<file path="src/verilog/tlfc_pkg.sv">
/*
 * Constants, codes and state types of the torque limit and forcing block.
 * Assumes one 50 MHz control clock and a byte-wide register port.
 */
`default_nettype none

package tlfc_pkg;

	// ****************************************
	// Register indexes on the plain port
	// ****************************************
	localparam logic [4:0] A_METH1  = 5'h00; // Control method, set 1
	localparam logic [4:0] A_METH2  = 5'h01; // Control method, set 2
	localparam logic [4:0] A_MSET   = 5'h02; // Motor set in use
	localparam logic [4:0] A_LMODE  = 5'h03; // Limit mode select
	localparam logic [4:0] A_LIM1   = 5'h04; // Limits 1..4 at 04..07
	localparam logic [4:0] A_PMON   = 5'h08; // Pulse monitor select
	localparam logic [4:0] A_VMON   = 5'h09; // Voltage monitor select
	localparam logic [4:0] A_CMON   = 5'h0a; // Current monitor select
	localparam logic [4:0] A_RMODE  = 5'h0b; // Restart after coast mode
	localparam logic [4:0] A_POLE1  = 5'h0c; // Pole count, set 1
	localparam logic [4:0] A_POLE2  = 5'h0d; // Pole count, set 2
	localparam logic [4:0] A_STAT   = 5'h0e; // Status, read only
	localparam logic [4:0] A_LVAL   = 5'h0f; // Limit in force, read only
	localparam logic [4:0] A_IFN0   = 5'h10; // Input functions 10..17
	localparam logic [4:0] A_OFN0   = 5'h18; // Output functions 18..1c
	localparam logic [4:0] A_OFN4   = 5'h1c; // Last output function

	// ****************************************
	// Codes
	// ****************************************
	localparam logic [7:0] M_SLV    = 8'h03; // Sensorless vector
	localparam logic [7:0] M_SLV0   = 8'h04; // Zero-speed sensorless
	localparam logic [7:0] M_SENSOR = 8'h05; // Vector with sensor
	localparam logic [7:0] L_QUAD   = 8'h00; // Quadrant mode
	localparam logic [7:0] L_TERM   = 8'h01; // Terminal switching
	localparam logic [7:0] L_ANA    = 8'h02; // Analog input
	localparam logic [7:0] L_OPT1   = 8'h03; // Option one
	localparam logic [7:0] L_OPT2   = 8'h04; // Option two
	localparam logic [7:0] F_LEN    = 8'h28; // Limit enable (40)
	localparam logic [7:0] F_SW1    = 8'h29; // Limit switch one (41)
	localparam logic [7:0] F_SW2    = 8'h2a; // Limit switch two (42)
	localparam logic [7:0] F_FORCE  = 8'h37; // Flux forcing (55)
	localparam logic [7:0] F_NONE   = 8'hff; // Terminal unassigned
	localparam logic [7:0] O_TQLIM  = 8'h0a; // Torque limited out (10)
	localparam logic [7:0] MON_TQ   = 8'h02; // Monitor: torque
	localparam logic [7:0] MON_TQS  = 8'h0b; // Voltage monitor: signed
	localparam logic [7:0] LIM_MAX  = 8'h96; // Max torque, 150 %
	localparam logic [7:0] LIM_NO   = 8'hff; // Entry disables limiting
	localparam logic [9:0] ANA_FULL = 10'h3ff; // Code at 10 V

	// ****************************************
	// Reset values
	// ****************************************
	localparam logic [7:0] R_METH   = 8'h00;
	localparam logic [7:0] R_POLE   = 8'h04;
	localparam logic [7:0] R_ZERO   = 8'h00;

	// Run gating states
	typedef enum logic [2:0] {
		RUN_IDLE  = 3'b001,
		RUN_ON    = 3'b010,
		RUN_COAST = 3'b100
	} tlfc_run_e;

endpackage : tlfc_pkg

`default_nettype wire

</file>
<file path="src/verilog/tlfc_torque_limit.sv">
/*
 * Torque limit selection, limited flag, flux forcing run gate and
 * torque monitor routing. Assumes terminal pins are asynchronous,
 * all other inputs come from logic on mclk.
 */
`timescale 1ns/100ps
`default_nettype none

module tlfc_torque_limit #(
	parameter int N_IN  = 8, // Intelligent input terminals
	parameter int N_OUT = 5  // Intelligent output terminals
) (
	input  wire logic                mclk,
	input  wire logic                rst,
	input  wire logic [4:0]          reg_addr,
	input  wire logic [7:0]          reg_wdata,
	input  wire logic                reg_wr,
	input  wire logic                reg_rd,
	output logic      [7:0]          reg_rdata,
	input  wire logic [N_IN-1:0]     in_term,
	output logic      [N_OUT-1:0]    out_term,
	input  wire logic                run_cmd,
	input  wire logic                motor_reverse,
	input  wire logic                motor_regen,
	input  wire logic [8:0]          torque_demand,
	input  wire logic signed [15:0]  torque_est,
	input  wire logic [9:0]          auxiliary_analog_input,
	input  wire logic                option_present,
	input  wire logic [7:0]          option_limit,
	output logic      [7:0]          torque_limit_value,
	output logic                     torque_limit_on,
	output logic                     torque_limited_flag,
	output logic                     run_enable,
	output logic                     coast_request,
	output logic                     restart_pulse,
	output logic      [7:0]          restart_after_coast_mode,
	output logic                     flux_forcing_active,
	output logic                     torque_valid,
	output logic signed [15:0]       torque_display_code,
	output logic      [15:0]         pulse_monitor_value,
	output logic signed [15:0]       voltage_monitor_value,
	output logic      [15:0]         current_monitor_value,
	output logic      [7:0]          pole_count_active
);

	// ****************************************
	// State
	// ****************************************
	typedef struct packed {
		logic [7:0]              meth1;  // Control method set 1
		logic [7:0]              meth2;  // Control method set 2
		logic                    mset;   // Second set in use
		logic [7:0]              lmode;  // Limit mode select
		logic [3:0][7:0]         lim;    // Stored limits 1..4
		logic [7:0]              pmon;   // Pulse monitor select
		logic [7:0]              vmon;   // Voltage monitor select
		logic [7:0]              cmon;   // Current monitor select
		logic [7:0]              rmode;  // Restart after coast
		logic [7:0]              pole1;  // Poles set 1
		logic [7:0]              pole2;  // Poles set 2
		logic [N_IN-1:0][7:0]    ifn;    // Input functions
		logic [N_OUT-1:0][7:0]   ofn;    // Output functions
		logic [N_IN-1:0]         s1;     // Pin sync stage 1
		logic [N_IN-1:0]         s2;     // Pin sync stage 2
		logic [N_IN-1:0]         s3;     // Pin sync stage 3
		logic [N_IN-1:0]         filt;   // Agreed pin levels
		tlfc_pkg::tlfc_run_e     run;    // Run gate state
		logic [7:0]              lval;   // Limit in force
		logic                    lon;    // A finite limit applies
		logic                    lflag;  // Limiting now
		logic                    restart;// Restart pulse
		logic                    tqv;    // Torque valid
		logic signed [15:0]      disp;   // Torque display
		logic [15:0]             pmv;    // Pulse monitor
		logic signed [15:0]      vmv;    // Voltage monitor
		logic [15:0]             cmv;    // Current monitor
		logic [N_OUT-1:0]        oterm;  // Output terminals
		logic [7:0]              rdata;  // Read data
	} tlfc_state_s;

	tlfc_state_s q;       // Registered state
	tlfc_state_s d;       // Next state

	// ****************************************
	// Per-terminal decode
	// ****************************************
	logic [N_IN-1:0]  m_len;    // Terminals holding limit enable
	logic [N_IN-1:0]  m_sw1;    // Terminals holding switch one
	logic [N_IN-1:0]  m_sw2;    // Terminals holding switch two
	logic [N_IN-1:0]  m_frc;    // Terminals holding forcing
	logic [N_IN-1:0]  filt_nx;  // Next agreed pin levels
	logic [N_OUT-1:0] m_tql;    // Terminals given limited function

	genvar gi;
	generate
		for (gi = 0; gi < N_IN; gi++) begin : g_in
			// Pin change counts once stages two and three agree
			assign filt_nx[gi] = (q.s2[gi] == q.s3[gi]) ? q.s2[gi] : q.filt[gi];
			assign m_len[gi]   = (q.ifn[gi] == tlfc_pkg::F_LEN);
			assign m_sw1[gi]   = (q.ifn[gi] == tlfc_pkg::F_SW1);
			assign m_sw2[gi]   = (q.ifn[gi] == tlfc_pkg::F_SW2);
			assign m_frc[gi]   = (q.ifn[gi] == tlfc_pkg::F_FORCE);
		end
		for (gi = 0; gi < N_OUT; gi++) begin : g_out
			// Terminal shows limiting only when given that function
			assign m_tql[gi] = (q.ofn[gi] == tlfc_pkg::O_TQLIM);
		end
	endgenerate

	// ****************************************
	// Decision logic
	// ****************************************
	logic [7:0]         meth;     // Method of active set
	logic               vec;      // Vector method in use
	logic               len_asg;  // Enable function assigned
	logic               len_on;   // Enable input on
	logic               sw1;      // Switch one on
	logic               sw2;      // Switch two on
	logic               frc_asg;  // Forcing assigned
	logic               frc_on;   // Forcing input on
	logic               run_ok;   // Runs may be accepted
	logic [7:0]         lsel;     // Limit picked by mode
	logic [17:0]        ana_prod; // Analog scaling product
	logic signed [15:0] tq;       // Torque gated by validity
	logic [15:0]        tq_abs;   // Torque magnitude
	logic               lim_ok;   // Write value is legal limit
	logic               pole_ok;  // Write value is legal pole count

	assign meth    = q.mset ? q.meth2 : q.meth1;
	// Limiting and forcing only under the vector methods
	assign vec     = (meth == tlfc_pkg::M_SLV) || (meth == tlfc_pkg::M_SLV0)
	              || (meth == tlfc_pkg::M_SENSOR);
	assign len_asg = |m_len;
	assign len_on  = |(m_len & q.filt);
	assign sw1     = |(m_sw1 & q.filt);
	assign sw2     = |(m_sw2 & q.filt);
	assign frc_asg = vec & (|m_frc);
	assign frc_on  = |(m_frc & q.filt);
	// Without a forcing terminal runs pass freely
	assign run_ok  = !frc_asg || frc_on;
	// 0..10 V as full code gives 0..150 % of rated torque, up to maximum torque
	assign ana_prod = 18'(auxiliary_analog_input) * 18'(tlfc_pkg::LIM_MAX);
	assign tq      = vec ? torque_est : 16'sh0000;
	assign tq_abs  = tq[15] ? 16'(-tq) : 16'(tq);
	assign lim_ok  = (reg_wdata <= tlfc_pkg::LIM_MAX) || (reg_wdata == tlfc_pkg::LIM_NO);
	assign pole_ok = (reg_wdata == 8'h02) || (reg_wdata == 8'h04) || (reg_wdata == 8'h06)
	              || (reg_wdata == 8'h08) || (reg_wdata == 8'h0a);

	// Next state of the whole block
	always_comb begin
		d = q;
		// Pin synchronisers
		d.s1   = in_term;
		d.s2   = q.s1;
		d.s3   = q.s2;
		d.filt = filt_nx;

		// Register writes, illegal values leave the old setting
		if (reg_wr) begin
			unique case (reg_addr)
				tlfc_pkg::A_METH1: if (reg_wdata <= tlfc_pkg::M_SENSOR) d.meth1 = reg_wdata;
				// Sensor vector is not offered for set two
				tlfc_pkg::A_METH2: if (reg_wdata < tlfc_pkg::M_SENSOR) d.meth2 = reg_wdata;
				tlfc_pkg::A_MSET:  d.mset = reg_wdata[0];
				tlfc_pkg::A_LMODE: begin
					// Option modes accepted only with the board fitted
					if (reg_wdata <= tlfc_pkg::L_ANA
					    || (reg_wdata <= tlfc_pkg::L_OPT2 && option_present)) begin
						d.lmode = reg_wdata;
					end
				end
				tlfc_pkg::A_PMON:  d.pmon = reg_wdata;
				tlfc_pkg::A_VMON:  d.vmon = reg_wdata;
				tlfc_pkg::A_CMON:  d.cmon = reg_wdata;
				tlfc_pkg::A_RMODE: d.rmode = reg_wdata;
				tlfc_pkg::A_POLE1: if (pole_ok) d.pole1 = reg_wdata;
				tlfc_pkg::A_POLE2: if (pole_ok) d.pole2 = reg_wdata;
				default: begin
					// Limit tables and terminal functions by range
					if (reg_addr[4:2] == 3'b001 && lim_ok) begin
						d.lim[reg_addr[1:0]] = reg_wdata;
					end else if (reg_addr[4:3] == 2'b10) begin
						d.ifn[reg_addr[2:0]] = reg_wdata;
					end else if (reg_addr >= tlfc_pkg::A_OFN0
					             && reg_addr <= tlfc_pkg::A_OFN4) begin
						d.ofn[3'(reg_addr - tlfc_pkg::A_OFN0)] = reg_wdata;
					end
				end
			endcase
		end

		// Limit picked by the mode
		unique case (q.lmode)
			tlfc_pkg::L_QUAD: begin
				// Fwd power 1, rev regen 2, rev power 3, fwd regen 4
				unique case ({motor_reverse, motor_regen})
					2'b00:   lsel = q.lim[0];
					2'b11:   lsel = q.lim[1];
					2'b10:   lsel = q.lim[2];
					default: lsel = q.lim[3];
				endcase
			end
			tlfc_pkg::L_TERM: begin
				// Switch two alone picks limit four, both pick three
				unique case ({sw2, sw1})
					2'b00:   lsel = q.lim[0];
					2'b01:   lsel = q.lim[1];
					2'b10:   lsel = q.lim[3];
					default: lsel = q.lim[2];
				endcase
			end
			tlfc_pkg::L_ANA:
				lsel = 8'(ana_prod / 18'(tlfc_pkg::ANA_FULL));
			tlfc_pkg::L_OPT1, tlfc_pkg::L_OPT2:
				// A removed board falls back to maximum torque
				lsel = option_present ? option_limit : tlfc_pkg::LIM_MAX;
			default: lsel = tlfc_pkg::LIM_MAX;
		endcase

		// Limit in force, in units where 150 is maximum torque
		if (!vec) begin
			d.lval = tlfc_pkg::LIM_NO;
			d.lon  = 1'b0;
		end else if (len_asg && !len_on) begin
			d.lval = tlfc_pkg::LIM_MAX;
			d.lon  = 1'b1;
		end else begin
			// Mode always enabled when no enable terminal exists
			d.lval = lsel;
			d.lon  = (lsel != tlfc_pkg::LIM_NO);
		end
		// Limiting when demand reaches the limit, same cycle
		d.lflag = d.lon && (torque_demand >= {1'b0, d.lval});
		d.oterm = m_tql & {N_OUT{d.lflag}};

		// Run gate, forcing drop makes the motor coast
		d.restart = 1'b0;
		unique case (q.run)
			tlfc_pkg::RUN_IDLE: begin
				if (run_cmd && run_ok) d.run = tlfc_pkg::RUN_ON;
			end
			tlfc_pkg::RUN_ON: begin
				if (!run_cmd)     d.run = tlfc_pkg::RUN_IDLE;
				else if (!run_ok) d.run = tlfc_pkg::RUN_COAST;
			end
			tlfc_pkg::RUN_COAST: begin
				if (!run_cmd) begin
					d.run = tlfc_pkg::RUN_IDLE;
				end else if (run_ok) begin
					// Restart as the coast restart mode says
					d.run     = tlfc_pkg::RUN_ON;
					d.restart = 1'b1;
				end
			end
			default: d.run = tlfc_pkg::RUN_IDLE;
		endcase

		// Monitors, torque in percent of rated torque
		d.tqv  = vec;
		d.disp = tq;
		d.pmv  = (q.pmon == tlfc_pkg::MON_TQ) ? tq_abs : 16'h0000;
		d.cmv  = (q.cmon == tlfc_pkg::MON_TQ) ? tq_abs : 16'h0000;
		if (q.vmon == tlfc_pkg::MON_TQS)     d.vmv = tq;
		else if (q.vmon == tlfc_pkg::MON_TQ) d.vmv = signed'(tq_abs);
		else                                 d.vmv = 16'sh0000;

		// Read data stand only in the cycle after the strobe
		d.rdata = 8'h00;
		if (reg_rd) begin
			unique case (reg_addr)
				tlfc_pkg::A_METH1: d.rdata = q.meth1;
				tlfc_pkg::A_METH2: d.rdata = q.meth2;
				tlfc_pkg::A_MSET:  d.rdata = {7'h00, q.mset};
				tlfc_pkg::A_LMODE: d.rdata = q.lmode;
				tlfc_pkg::A_PMON:  d.rdata = q.pmon;
				tlfc_pkg::A_VMON:  d.rdata = q.vmon;
				tlfc_pkg::A_CMON:  d.rdata = q.cmon;
				tlfc_pkg::A_RMODE: d.rdata = q.rmode;
				tlfc_pkg::A_POLE1: d.rdata = q.pole1;
				tlfc_pkg::A_POLE2: d.rdata = q.pole2;
				tlfc_pkg::A_STAT:  d.rdata = {1'b0, q.run == tlfc_pkg::RUN_COAST,
				                             q.run == tlfc_pkg::RUN_ON, frc_on & frc_asg,
				                             len_asg, q.tqv, q.lflag, q.lon};
				tlfc_pkg::A_LVAL:  d.rdata = q.lval;
				default: begin
					// Unmapped indexes read as zero
					if (reg_addr[4:2] == 3'b001)       d.rdata = q.lim[reg_addr[1:0]];
					else if (reg_addr[4:3] == 2'b10)  d.rdata = q.ifn[reg_addr[2:0]];
					else if (reg_addr <= tlfc_pkg::A_OFN4)
						d.rdata = q.ofn[3'(reg_addr - tlfc_pkg::A_OFN0)];
				end
			endcase
		end
	end

	// Single register stage for all state
	always_ff @(posedge mclk) begin
		if (rst) begin
			q       <= '0;
			q.meth1 <= tlfc_pkg::R_METH;
			q.meth2 <= tlfc_pkg::R_METH;
			q.lmode <= tlfc_pkg::L_QUAD;
			q.lim   <= {4{tlfc_pkg::LIM_MAX}};
			q.pole1 <= tlfc_pkg::R_POLE;
			q.pole2 <= tlfc_pkg::R_POLE;
			q.ifn   <= {N_IN{tlfc_pkg::F_NONE}};
			q.ofn   <= {N_OUT{tlfc_pkg::F_NONE}};
			q.rmode <= tlfc_pkg::R_ZERO;
			q.run   <= tlfc_pkg::RUN_IDLE;
			q.lval  <= tlfc_pkg::LIM_NO;
		end else begin
			q <= d;
		end
	end

	// ****************************************
	// Outputs
	// ****************************************
	assign reg_rdata                = q.rdata;
	assign out_term                 = q.oterm;
	assign torque_limit_value       = q.lval;
	assign torque_limit_on          = q.lon;
	assign torque_limited_flag      = q.lflag;
	assign run_enable               = (q.run == tlfc_pkg::RUN_ON);
	assign coast_request            = (q.run == tlfc_pkg::RUN_COAST);
	assign restart_pulse            = q.restart;
	assign restart_after_coast_mode = q.rmode;
	assign flux_forcing_active      = frc_asg & frc_on;
	assign torque_valid             = q.tqv;
	assign torque_display_code      = q.disp;
	assign pulse_monitor_value      = q.pmv;
	assign voltage_monitor_value    = q.vmv;
	assign current_monitor_value    = q.cmv;
	assign pole_count_active        = q.mset ? q.pole2 : q.pole1;

	// ****************************************
	// Assertions
	// ****************************************
	a_limit_needs_vector: assert property (@(posedge mclk) disable iff (rst)
		!vec |=> !torque_limit_on && torque_limit_value == tlfc_pkg::LIM_NO)
		else $error("limit applied outside vector methods");
	a_set2_no_sensor: assert property (@(posedge mclk) disable iff (rst)
		q.meth2 != tlfc_pkg::M_SENSOR)
		else $error("set two holds sensor vector method");
	a_monitor_invalid: assert property (@(posedge mclk) disable iff (rst)
		!vec |=> !torque_valid && torque_display_code == 16'sh0000)
		else $error("torque monitor valid under V/f method");
	a_pulse_torque: assert property (@(posedge mclk) disable iff (rst)
		q.pmon == tlfc_pkg::MON_TQ ##1 q.pmon == tlfc_pkg::MON_TQ
		|-> pulse_monitor_value == $past(tq_abs))
		else $error("pulse monitor lost torque");
	a_forcing_gates_run: assert property (@(posedge mclk) disable iff (rst)
		frc_asg && !frc_on |=> !run_enable)
		else $error("run accepted with forcing off");
	a_coast_on_drop: assert property (@(posedge mclk) disable iff (rst)
		run_enable && run_cmd && !run_ok |=> coast_request && !run_enable)
		else $error("forcing drop did not coast");
	a_switch_select: assert property (@(posedge mclk) disable iff (rst)
		vec && !len_asg && q.lmode == tlfc_pkg::L_TERM && sw1 && !sw2
		|=> torque_limit_value == $past(q.lim[1]))
		else $error("switch one did not pick limit two");
	a_enable_off_max: assert property (@(posedge mclk) disable iff (rst)
		vec && len_asg && !len_on |=> torque_limit_on && torque_limit_value == tlfc_pkg::LIM_MAX)
		else $error("enable off did not force maximum");
	a_flag_needs_limit: assert property (@(posedge mclk) disable iff (rst)
		torque_limited_flag |-> torque_limit_on && {1'b0, torque_limit_value} <= $past(torque_demand))
		else $error("limited flag without active limit");
	a_pole_legal: assert property (@(posedge mclk) disable iff (rst)
		q.pole1 inside {8'h02, 8'h04, 8'h06, 8'h08, 8'h0a}
		&& q.pole2 inside {8'h02, 8'h04, 8'h06, 8'h08, 8'h0a})
		else $error("illegal pole count stored");

endmodule : tlfc_torque_limit

`default_nettype wire

</file>
<file path="config.mk">
export PLATFORM = sky130hd
export DESIGN_NAME = tlfc_torque_limit
export DESIGN_NICKNAME = d
export VERILOG_FILES = /design/src/verilog/tlfc_pkg.sv /design/src/verilog/tlfc_torque_limit.sv
export SDC_FILE = /design/constraint.sdc
export NUM_CORES = 1
export LEC_CHECK = 0
export CAP_MARGIN = 20
export CORE_UTILIZATION = 65
export CTS_BUF_LIST = sky130_fd_sc_hd__clkbuf_8 sky130_fd_sc_hd__clkbuf_16
export CTS_CLUSTER_SIZE = 10
export DETAILED_ROUTE_END_ITERATION = 7
export DONT_BUFFER_PORTS = 1
export GPL_ROUTABILITY_DRIVEN = 0
export GPL_TIMING_DRIVEN = 0
export PLACE_DENSITY = 0.81
export SYNTH_ARGS = -nofsm -noshare
export SYNTH_HDL_FRONTEND = slang
export SYNTH_SLANG_ARGS = --single-unit
</file>
<file path="constraint.sdc">
create_clock -name mclk -period 29.3 [get_ports mclk]
set_clock_uncertainty 0.15 [all_clocks]
set_input_delay 1.465 -clock mclk [delete_from_list [all_inputs] [get_ports mclk]]
set_output_delay 1.465 -clock mclk [all_outputs]
set_load 0.1 [all_outputs]
</file>
# --- Yosys cells after proc, flatten, opt, wreduce, memory -nomap -nowiden ---
# Index checks and enable logic that the tools add are counted.
totals:
  inputBits: 72
  reg_bits: 333
  output_inout_bits: 108
classes:
  addsub: 2
  n_eq_ne: 86
  magnitude_cmp: 14
  multipliers: 1
  mux: 38
  n_reduce_logical: 50
  div: 1
  bitwise: 15
op_table:
  columns: ["operator", "n"]
  rows:
  - ["$eq 8x6->1 const B", 32]
  - ["$mux 8", 12]
  - ["$pmux 8 s12", 1]
  - ["$bwmux 64", 1]
  - ["$eq 8x4->1 const B", 8]
  - ["$mux 16", 4]
  - ["$eq 8x2->1 const B", 7]
  - ["$bmux 8 s3", 2]
  - ["$demux 8 s3", 2]
  - ["$pmux 8 s3", 2]
  - ["$reduce_or 8->1", 6]
  - ["$bwmux 40", 1]
  - ["$eq 5x4->1 const B", 8]
  - ["$eq 8x3->1 const B", 5]
  - ["$and 8x8->8", 4]
  - ["$bwmux 32", 1]
  - ["$pmux 8 s4", 1]
  - ["$reduce_and 3->1", 7]
  - ["$div 18x10->18 const B", 1]
  - ["$mux 9", 2]
  - ["$mul 10x7->17 const B", 1]
  - ["$bmux 8 s2", 1]
  - ["$demux 8 s2", 1]
  - ["$le 8x3->1 const B", 2]
  - ["other kinds (44)", 95]

# --- Depth between registers and ports, before layout ---
# Gate-level depths: netlist of run 1.
depth:
  ltp_word: 12
  ltp_mapped: 47
  depth_no_buf: 41

# --- Least setup slack after synthesis of run 1 ---
# Ideal clock, no wire load.
synth_timing:
  path_kind: "input -> register"
  start: "in auxiliary_analog_input[6]"
  end: "reg q (netlist bit out_term[0])"
  path_slack_ps: 18558
  t_required_ps: 29016
  stages: 45
  t_arrival_ps: 10458
  n_path_buf: 4
  setup_ps: 134
  cell_sequence: "ha_1 > ha_1 > fa_1 > inv_1 > fa_1 > inv_1 > ha_1 > buf_2 > nand2_1 > nor2_1 > a21boi_2 > or3b_1 > o31a_1 > buf_6 > o31ai_4 > a21oi_2 > o31a_1 > o41a_1 > [... 9 more ...] > a211oi_1 > nand2_1 > or3_1 > buf_2 > a31o_1 > ha_1 > nand2b_1 > a21o_1 > a21oi_1 > nor2b_1 > o21ai_0 > nand2b_1 > a21oi_1 > nor2b_1 > o21ai_0 > nand2_1 > nand4_1 > a31oi_1"
synth_rtl:
  columns: ["item", "line_no", "rtl"]
  rows:
  - ["from (decl)", "tlfc_torque_limit.sv:27", "input wire logic [9:0] auxiliary_analog_input,"]
  - ["to (decl)", "tlfc_torque_limit.sv:81", "tlfc_state_s q;"]

==> report_table.html, run 1 <==
<table>
<tr><th>Metric</th><th>Value</th></tr>
<tr><th colspan="2">Outcome</th></tr>
<tr><td>Status</td><td>finished clean</td></tr>
<tr><th colspan="2">Hold path</th></tr>
<tr><td>Class of the most critical hold timing path</td><td>reg2reg</td></tr>
<tr><td>Number of stages on the worst hold path</td><td>1</td></tr>
<tr><td>Worst Min Path Start</td><td>d[110]</td></tr>
<tr><th colspan="2">Die</th></tr>
<tr><td>Floorplan die area</td><td>31,300 µm²</td></tr>
<tr><td>Total core area</td><td>29,900 µm²</td></tr>
<tr><td>Die boundary width</td><td>177 µm</td></tr>
<tr><td>Std-Cell Rows</td><td>63</td></tr>
<tr><td>Die span in y</td><td>177 µm</td></tr>
<tr><td>Initial standard-cell utilization of the core</td><td>0.665</td></tr>
<tr><td>Number of top-level pins</td><td>180</td></tr>
<tr><th colspan="2">Timing</th></tr>
<tr><td>Highest clock rate</td><td>84.4 MHz</td></tr>
<tr><td>Setup violation total in the final timing report</td><td>0</td></tr>
<tr><td>Setup ws final</td><td>17.46 ns</td></tr>
<tr><td>Actual slew at the worst max-slew pin</td><td>1.11 ns</td></tr>
<tr><td>Endpoints failing hold</td><td>0</td></tr>
<tr><td>Period Utilization, post-route</td><td>0.404</td></tr>
<tr><td>Clock period minus final worst setup slack</td><td>11.84 ns</td></tr>
<tr><td>Summed negative setup slack over all endpoints</td><td>0 ns</td></tr>
<tr><td>Relative slew slack</td><td>0.259</td></tr>
<tr><td>Unrepaired setup endpoints after global routing</td><td>false</td></tr>
<tr><td>Pins Over Slew Limit</td><td>0</td></tr>
<tr><th colspan="2">Worst setup path</th></tr>
<tr><td>Crit Path Max Fanout</td><td>10</td></tr>
<tr><td>Kind of critical path</td><td>in2reg</td></tr>
<tr><td>Gate family responsible for the most delay along the worst path</td><td>compound AO/OA/AOI/OAI gates</td></tr>
<tr><td>Startpoint of the lowest-slack register-to-register path</td><td>q[193]</td></tr>
<tr><td>CP Launch Type</td><td>primary input</td></tr>
<tr><td>Crit path DAT</td><td>12.05 ns</td></tr>
<tr><td>Worst Setup SP</td><td>auxiliary_analog_input[6]</td></tr>
<tr><td>Crit path buf inv count</td><td>5</td></tr>
<tr><td>Worst stage delay on the critical path</td><td>0.57 ns</td></tr>
<tr><td>FF-to-FF path depth</td><td>27</td></tr>
<tr><td>Most used cell along the critical path</td><td>ha_1</td></tr>
<tr><td>Total number of cells along the worst setup path</td><td>44</td></tr>
<tr><td>Crit. End Element</td><td>register</td></tr>
<tr><td>Worst path required time</td><td>29.50 ns</td></tr>
<tr><td>CP max-delay cell</td><td>a2111oi_2</td></tr>
<tr><th colspan="2">Clock tree</th></tr>
<tr><td>H-tree Lvls</td><td>2</td></tr>
<tr><td>CTS-repair resized insts</td><td>0</td></tr>
<tr><td>CTS tree</td><td>done</td></tr>
<tr><td>Clock buffer count from CTS</td><td>40</td></tr>
<tr><td>Cell chosen for the clock root</td><td>clkbuf_16</td></tr>
<tr><td>Setup Buffers After CTS</td><td>0</td></tr>
<tr><td>Num Clock Sinks</td><td>333</td></tr>
<tr><td>Post-CTS clock slew at the launch and capture registers of the worst setup and hold paths</td><td>0.05 ns</td></tr>
<tr><td>Post-CTS Hold Fix Bufs</td><td>0</td></tr>
<tr><td>Bufs on Longest Clock Path</td><td>3</td></tr>
<tr><td>Clock insertion delay at the later pin of the skew report</td><td>0.56 ns</td></tr>
<tr><th colspan="2">Power and ir drop</th></tr>
<tr><td>Clock network fraction of design power</td><td>0.284</td></tr>
<tr><td>Relative contribution of combinational cells to total power</td><td>0.421</td></tr>
<tr><td>Internal portion of total power</td><td>0.000939 W</td></tr>
<tr><td>Max VDD drop</td><td>59.0 µV</td></tr>
<tr><td>Switching Share</td><td>0.399</td></tr>
<tr><td>Sw Pwr</td><td>0.000623 W</td></tr>
<tr><td>Sequential cell fraction of total power</td><td>0.295</td></tr>
<tr><td>Leakage Power</td><td>7.92 nW</td></tr>
<tr><td>Ratio of total power to cell area</td><td>72.4 nW/µm²</td></tr>
<tr><th colspan="2">Yosys</th></tr>
<tr><td>Share of the synthesized area in the top cell type</td><td>0.335</td></tr>
<tr><td>Yosys top cell by area</td><td>dfxtp_1</td></tr>
<tr><td>Post-synth EDFFs</td><td>0</td></tr>
<tr><td>Portion of the post-synthesis area used by sequential elements</td><td>0.335</td></tr>
<tr><td>Post-synthesis instance area</td><td>19,900 µm²</td></tr>
<tr><td>Dominant synthesized flop cell</td><td>dfxtp_1</td></tr>
<tr><td>Leading cell type by number of instances after synthesis</td><td>dfxtp_1</td></tr>
<tr><td>Most common library cells after synthesis</td><td>333 x dfxtp_1, 258 x nand2_1, 172 x nor2_1, 128 x nor2b_1, 96 x buf_4</td></tr>
<tr><td>Count of state elements after synthesis</td><td>333</td></tr>
<tr><td>Post-synth cell types</td><td>122</td></tr>
<tr><td>Share of flip-flops with an asynchronous set or reset</td><td>0</td></tr>
<tr><td>Avg Inst Size Synth</td><td>8.64 µm²</td></tr>
<tr><td>Count of synthesis-stage warnings from yosys</td><td>0</td></tr>
<tr><td>Synthesized netlist cell count</td><td>2,301</td></tr>
<tr><td>Total nets after synthesis</td><td>2,439</td></tr>
<tr><td>Cell types with the largest area share after synthesis</td><td>dfxtp_1 34%, nand2_1 4.9%, a211o_1 4.1%</td></tr>
<tr><th colspan="2">Route</th></tr>
<tr><td>Antenna-violating nets left</td><td>0</td></tr>
<tr><td>Detailed Route Iter0 Violations</td><td>2,550</td></tr>
<tr><td>Wire length reported by the detailed router</td><td>61,900 µm</td></tr>
<tr><td>Vias post-DR</td><td>18,800</td></tr>
<tr><td>Remaining design rule violation count</td><td>0</td></tr>
<tr><td>Number of iterations in the first detailed-routing pass</td><td>7</td></tr>
<tr><td>Mean routed wirelength per cell</td><td>22.5 µm</td></tr>
<tr><td>Ratio of routed vias to standard cells</td><td>6.85</td></tr>
<tr><th colspan="2">Place</th></tr>
<tr><td>DP Worst Slack</td><td>17.14 ns</td></tr>
<tr><td>Half-perimeter wire length of the detailed placement result</td><td>45,900 µm</td></tr>
<tr><td># port buffers</td><td>0</td></tr>
<tr><th colspan="2">Global routing</th></tr>
<tr><td>Antenna violations before repair</td><td>1</td></tr>
<tr><td>Via count of the first global-routing pass</td><td>17,300</td></tr>
<tr><td>GR Overflow Total</td><td>0</td></tr>
<tr><td>Global-route wire length before repair</td><td>94,900 µm</td></tr>
<tr><td>Global Route Usage Sum</td><td>0.386</td></tr>
<tr><td>Largest net degree at the start of global routing</td><td>13</td></tr>
<tr><th colspan="2">Layout</th></tr>
<tr><td>Filler cell count in the final layout</td><td>2,260</td></tr>
<tr><td>Share of post-route cells with drive strength above 1</td><td>0.126</td></tr>
<tr><td>Area growth from synthesis to layout</td><td>8.52%</td></tr>
<tr><td>Number of nets in the finished design</td><td>2,486</td></tr>
<tr><th colspan="2">Job</th></tr>
<tr><td>Max cap viols</td><td>0</td></tr>
</table>
placed cells by master (no fill, tap or decap), drive strengths merged, types with 21 or more instances in the layout:
cell and instances:
a211o 93, a211oi 21, a21oi 95, a31oi 26, and2 49, buf 131, clkbuf 138, dfxtp 333
ha 55, inv 53, mux2 31, mux2i 53, mux4 31, nand2 260, nand3 95, nand3b 35
nand4 22, nor2 174, nor2b 129, nor3 57, nor4 26, o21ai 77, xnor2 28
flip-flops by register name (all words and copies together) (netlist names):
register	cells
reg_rdata	8
out_term	5
torque_valid	1
current_monitor_value	16
pulse_monitor_value	16
d	16
restart_after_coast_mode	8
q	220
torque_display_code	16
torque_limit_value	8
voltage_monitor_value	16
torque_limit_on	1
restart_pulse	1
torque_limited_flag	1
layout make-up:
type	instances	area, µm²	area share
repair buffers	5	56.3	0.00261
diodes	2	5.00	0.000232
well taps	390	488	0.0226
clock buffers	43	1040	0.0483
inverters	51	191	0.00887
plain buffers	221	1210	0.0563
flip-flops and latches	333	6670	0.309
clock inverters	6	83.8	0.00389
multi-input cells	1696	11800	0.548
worst reg2reg max path: cells and delay by family, from the launching register on:
kind | cells | cell delay, ns
AO/OA/AOI/OAI | 11 | 1.71
multiplexers | 1 | 0.29
buffers and inverters | 3 | 0.87
flip-flops | 1 | 0.38
AND/OR/NAND/NOR | 11 | 2.67
adder cells (fa/ha/maj) | 1 | 0.26
metal layers:
metal  track usage  vias to the layer above  share of wire
met1         0.513                     8804           0.39
met4         0.188                        0          0.056
li1              -                     8388              -
met2         0.582                     1336           0.42
met5             0                        -              0
met3        0.0954                      277           0.13
worst paths after layout:
| kind | to | slack, ns |
|---|---|---|
| worst max-delay path | out_term[4] | 17.46 |
| worst min-delay path | d[102] | 0.29 |
| worst max register to register | out_term[4] | 22.77 |
| worst min register to register | d[102] | 0.29 |
power groups by stage:
stage	combinational, W	clock (W)	sequential, W
finish	0.000657	0.000444	0.000461
global route	0.000713	0.000461	0.000461
CTS	0.000641	0.000441	0.000461
detailed placement	0.000637	0	0.000471
global placement	0.000622	0	0.000470
floorplan	0.000510	0	0.000469
cell families after synthesis:
kind of cell / count (synthesis) / synth area share
AO/OA/AOI/OAI: 518 / 0.200
XOR/XNOR: 38 / 0.0167
adder cells (fa/ha/maj): 67 / 0.0463
buffers and inverters: 272 / 0.0707
flip-flops: 333 / 0.335
multiplexers: 115 / 0.0797
AND/OR/NAND/NOR: 958 / 0.251
metrics by stage:
step | std cells | cell area, µm² | hold slack (ns) | total power, W | utilization
5_1_grt | 2746 | 21600 | 0.314 | 0.00163 | 0.722
3_3_place_gp | 2691 | 20400 | 0.267 | 0.00109 | 0.682
4_1_cts | 2745 | 21600 | 0.289 | 0.00154 | 0.722
2_1_floorplan | 2301 | 19900 | 0.264 | 0.000979 | -
3_5_place_dp | 2696 | 20400 | 0.276 | 0.00111 | 0.684
6_report | 2747 | 21600 | 0.290 | 0.00156 | 0.722
No activity file was read; power rests on OpenSTA's default activity.
==> run 2, diff against run 1 <==
Settings changed: CORE_UTILIZATION 65 to 59, PLACE_DENSITY 0.81 to 0.78.
Clock period 29.3 ns to 10.4 ns, I/O delays scaled along.
==> run 2 against run 1 <==
  * The flow now finishes with violations (DRC)
  * Die area is 10% higher
  * Wire length grew 6.0%
  * Final area increased by 5.9%
  * Hold slack got worse by 0.23 ns
  * Cell count is 4.1% higher
  * Sequential power grew to 2.8 times the previous value
  * Combinational power grew to 3.7 times the previous value
  * Core utilization down 2.7 points
  * Critical endpoint unchanged
==> report_table.html, run 2 (synthesized netlist as in run 1, its figures left out) <==
<table>
<tr><th>Metric</th><th>Value</th></tr>
<tr><th colspan="2">Outcome</th></tr>
<tr><td>Status</td><td>finished, violations left (was finished clean)</td></tr>
<tr><td>Failing checks</td><td>DRC</td></tr>
<tr><th colspan="2">Clock tree</th></tr>
<tr><td>Cell chosen for the clock root</td><td>clkbuf_16 (unchanged)</td></tr>
<tr><td>H-tree Lvls</td><td>2 (unchanged)</td></tr>
<tr><td>Post-CTS clock slew at the launch and capture registers of the worst setup and hold paths</td><td>0.05 ns (about the same)</td></tr>
<tr><td>Clock insertion delay at the later pin of the skew report</td><td>0.56 ns (about the same)</td></tr>
<tr><td>CTS tree</td><td>done (unchanged)</td></tr>
<tr><td>Clock buffer count from CTS</td><td>40 (unchanged)</td></tr>
<tr><td>Bufs on Longest Clock Path</td><td>3 (unchanged)</td></tr>
<tr><td>Num Clock Sinks</td><td>333 (unchanged)</td></tr>
<tr><th colspan="2">Layout</th></tr>
<tr><td>Share of post-route cells with drive strength above 1</td><td>0.167 (was 0.126)</td></tr>
<tr><td>Largest register FFs</td><td>220 (unchanged)</td></tr>
<tr><td>Register containing the most flip-flops in the final layout</td><td>q (unchanged)</td></tr>
<tr><td>Area growth from synthesis to layout</td><td>15.0% (was 8.52%)</td></tr>
<tr><td>Util after Layout</td><td>0.695 (was 0.722)</td></tr>
<tr><td>Most frequent cells in the layout</td><td>333 x dfxtp_1, 252 x nand2_1, 164 x nor2_1 (was 333 x dfxtp_1, 258 x nand2_1, 170 x nor2_1)</td></tr>
<tr><td>Number of nets in the finished design</td><td>2,546 (was 2,486)</td></tr>
<tr><td>Filler cell count in the final layout</td><td>2,505 (was 2,260)</td></tr>
<tr><td>Commonest non-fill, non-tap cell in the layout</td><td>dfxtp_1 (unchanged)</td></tr>
<tr><th colspan="2">Global routing</th></tr>
<tr><td>Antenna violations before repair</td><td>1 (unchanged)</td></tr>
<tr><td>Global Route Usage Sum</td><td>0.361 (was 0.386)</td></tr>
<tr><td>Largest net degree at the start of global routing</td><td>13 (unchanged)</td></tr>
<tr><td>Via count of the first global-routing pass</td><td>17,700 (was 17,300)</td></tr>
<tr><td>GR Overflow Total</td><td>0 (unchanged)</td></tr>
<tr><td>Global-route wire length before repair</td><td>97,100 µm (was 94,900 µm)</td></tr>
<tr><th colspan="2">Worst setup path</th></tr>
<tr><td>CP max-delay cell</td><td>fa_1 (was a2111oi_2)</td></tr>
<tr><td>Crit path DAT</td><td>10.35 ns (was 12.05 ns)</td></tr>
<tr><td>Kind of critical path</td><td>in2reg (unchanged)</td></tr>
<tr><td>Crit. End Element</td><td>register (unchanged)</td></tr>
<tr><td>Crit Path Max Fanout</td><td>9 (was 10)</td></tr>
<tr><td>CP Launch Type</td><td>primary input (unchanged)</td></tr>
<tr><td>Most used cell along the critical path</td><td>ha_1 (unchanged)</td></tr>
<tr><td>Crit path buf inv count</td><td>6 (was 5)</td></tr>
<tr><td>Gate family responsible for the most delay along the worst path</td><td>compound AO/OA/AOI/OAI gates (unchanged)</td></tr>
<tr><td>Worst stage delay on the critical path</td><td>0.55 ns (was 0.57 ns)</td></tr>
<tr><td>Worst path required time</td><td>10.62 ns (was 29.50 ns)</td></tr>
<tr><th colspan="2">Job</th></tr>
<tr><td>Max cap viols</td><td>0 (unchanged)</td></tr>
<tr><th colspan="2">Die</th></tr>
<tr><td>Std-Cell Rows</td><td>66 (was 63)</td></tr>
<tr><td>Total core area</td><td>32,900 µm² (was 29,900 µm²)</td></tr>
<tr><td>Initial standard-cell utilization of the core</td><td>0.605 (was 0.665)</td></tr>
<tr><td>Die span in y</td><td>186 µm (was 177 µm)</td></tr>
<tr><td>Die boundary width</td><td>186 µm (was 177 µm)</td></tr>
<tr><td>Floorplan die area</td><td>34,400 µm² (was 31,300 µm²)</td></tr>
<tr><td>Number of top-level pins</td><td>180 (unchanged)</td></tr>
<tr><th colspan="2">Timing</th></tr>
<tr><td>Endpoints failing hold</td><td>0 (unchanged)</td></tr>
<tr><td>Highest clock rate</td><td>98.7 MHz</td></tr>
<tr><td>Relative slew slack</td><td>0.239 (was 0.259)</td></tr>
<tr><td>Clock period minus final worst setup slack</td><td>10.13 ns</td></tr>
<tr><td>Setup ws final</td><td>0.267 ns (was 17.46 ns)</td></tr>
<tr><td>Pins Over Slew Limit</td><td>0 (unchanged)</td></tr>
<tr><td>Period Utilization, post-route</td><td>0.974</td></tr>
<tr><td>Setup violation total in the final timing report</td><td>0 (unchanged)</td></tr>
<tr><td>Actual slew at the worst max-slew pin</td><td>1.14 ns (was 1.11 ns)</td></tr>
<tr><td>Final hold slack</td><td>0.0581 ns (was 0.290 ns)</td></tr>
<tr><th colspan="2">Route</th></tr>
<tr><td>Remaining design rule violation count</td><td>11 (was 0)</td></tr>
<tr><td>Wire length reported by the detailed router</td><td>65,600 µm (was 61,900 µm)</td></tr>
<tr><td>Vias post-DR</td><td>19,300 (was 18,800)</td></tr>
<tr><td>Detailed Route Iter0 Violations</td><td>2,869 (was 2,550)</td></tr>
<tr><td>Number of iterations in the first detailed-routing pass</td><td>8 (was 7)</td></tr>
<tr><td>Ratio of routed vias to standard cells</td><td>6.74 (was 6.85)</td></tr>
<tr><td>Antenna-violating nets left</td><td>0 (unchanged)</td></tr>
<tr><td>Mean routed wirelength per cell</td><td>22.9 µm (was 22.5 µm)</td></tr>
<tr><th colspan="2">Power and ir drop</th></tr>
<tr><td>Max VDD drop</td><td>179 µV (was 59.0 µV)</td></tr>
<tr><td>Clock network fraction of design power</td><td>0.249 (was 0.284)</td></tr>
<tr><td>Switching Share</td><td>0.417 (was 0.399)</td></tr>
<tr><td>Internal portion of total power</td><td>0.00290 W (was 0.000939 W)</td></tr>
<tr><td>Sw Pwr</td><td>0.00208 W (was 0.000623 W)</td></tr>
<tr><td>Leakage Power</td><td>8.36 nW (was 7.92 nW)</td></tr>
<tr><td>Ratio of total power to cell area</td><td>218 nW/µm² (was 72.4 nW/µm²)</td></tr>
<tr><td>Relative contribution of combinational cells to total power</td><td>0.490 (was 0.421)</td></tr>
<tr><td>Sequential cell fraction of total power</td><td>0.261 (was 0.295)</td></tr>
<tr><th colspan="2">Hold path</th></tr>
<tr><td>Class of the most critical hold timing path</td><td>in2reg (was reg2reg)</td></tr>
<tr><th colspan="2">Place</th></tr>
<tr><td>DP Worst Slack</td><td>-0.879 ns (was 17.14 ns)</td></tr>
<tr><td># port buffers</td><td>0 (unchanged)</td></tr>
<tr><td>Half-perimeter wire length of the detailed placement result</td><td>47,000 µm (was 45,900 µm)</td></tr>
</table>
[run 2: cell count changes in the layout (fill, tap and decap cells not counted), sizes merged]
cell         change
clkbuf           -1
clkinv           +1
buf             +32
inv              +2
dlygate4sd3     +27
clkinvlp         +1
[run 2: final timing paths]
kind                              from  depth (start not counted)                endpoint  slack, ns
min reg2reg                     d[115]                          1                  d[107]       0.28
max          auxiliary_analog_input[6]                         44             out_term[4]       0.27
min                      torque_est[2]                          2  pulse_monitor_value[2]       0.06
max reg2reg                     q[193]                         27             out_term[4]       4.02
[run 2: power groups by stage]
stage | Clock (W) | Combinational (W) | Sequential (W)
3_3_place_gp | 0 | 0.00176 | 0.00133
3_5_place_dp | 0 | 0.00181 | 0.00133
2_1_floorplan | 0 | 0.00144 | 0.00132
6_report | 0.00124 | 0.00244 | 0.00130
4_1_cts | 0.00124 | 0.00191 | 0.00130
5_1_grt | 0.00129 | 0.00258 | 0.00130
[run 2: metrics by stage]
| step | setup TNS (ns) | total power [W] | area (µm²) | instances |
|---|---|---|---|---|
| floorplan | 0 | 0.00276 | 19900 | 2301 |
| global placement | -4.39 | 0.00309 | 20400 | 2743 |
| detailed placement | -5.11 | 0.00313 | 20500 | 2750 |
| CTS | 0 | 0.00444 | 22000 | 2827 |
| global route | -0.425 | 0.00518 | 22900 | 2860 |
| finish | 0 | 0.00498 | 22900 | 2861 |
[run 2: repair_timing]
action,4_1_cts,5_1_grt
pin swaps,4,51
hold endpoints to repair,37,2
endpoints found under the setup margin,6,6
buffers inserted,1,31
gates cloned,0,0
gates resized for setup,23,113
hold buffers,25,2
[run 2: final cells by class]
| type | count | area, µm² | share of cell area |
|---|---|---|---|
| inverter | 51 | 191 | 0.00838 |
| multi-input combinational | 1696 | 12500 | 0.546 |
| buffer | 220 | 1230 | 0.0537 |
| clock inverter | 10 | 98.8 | 0.00433 |
| antenna | 2 | 5.00 | 0.000219 |
| clock buffer | 41 | 1010 | 0.0444 |
| timing repair buffer | 66 | 611 | 0.0267 |
| sequential | 333 | 6670 | 0.292 |
| tap | 442 | 553 | 0.0242 |
[run 2: layer usage]
layer,vias up,GRT usage,part of all wire,wire length [µm]
li1,8507,-,-,-
met1,9121,0.460,0.38,25200
met2,1364,0.563,0.44,28600
met3,293,0.0990,0.12,8200
met4,0,0.172,0.055,3640
met5,-,0,0,0
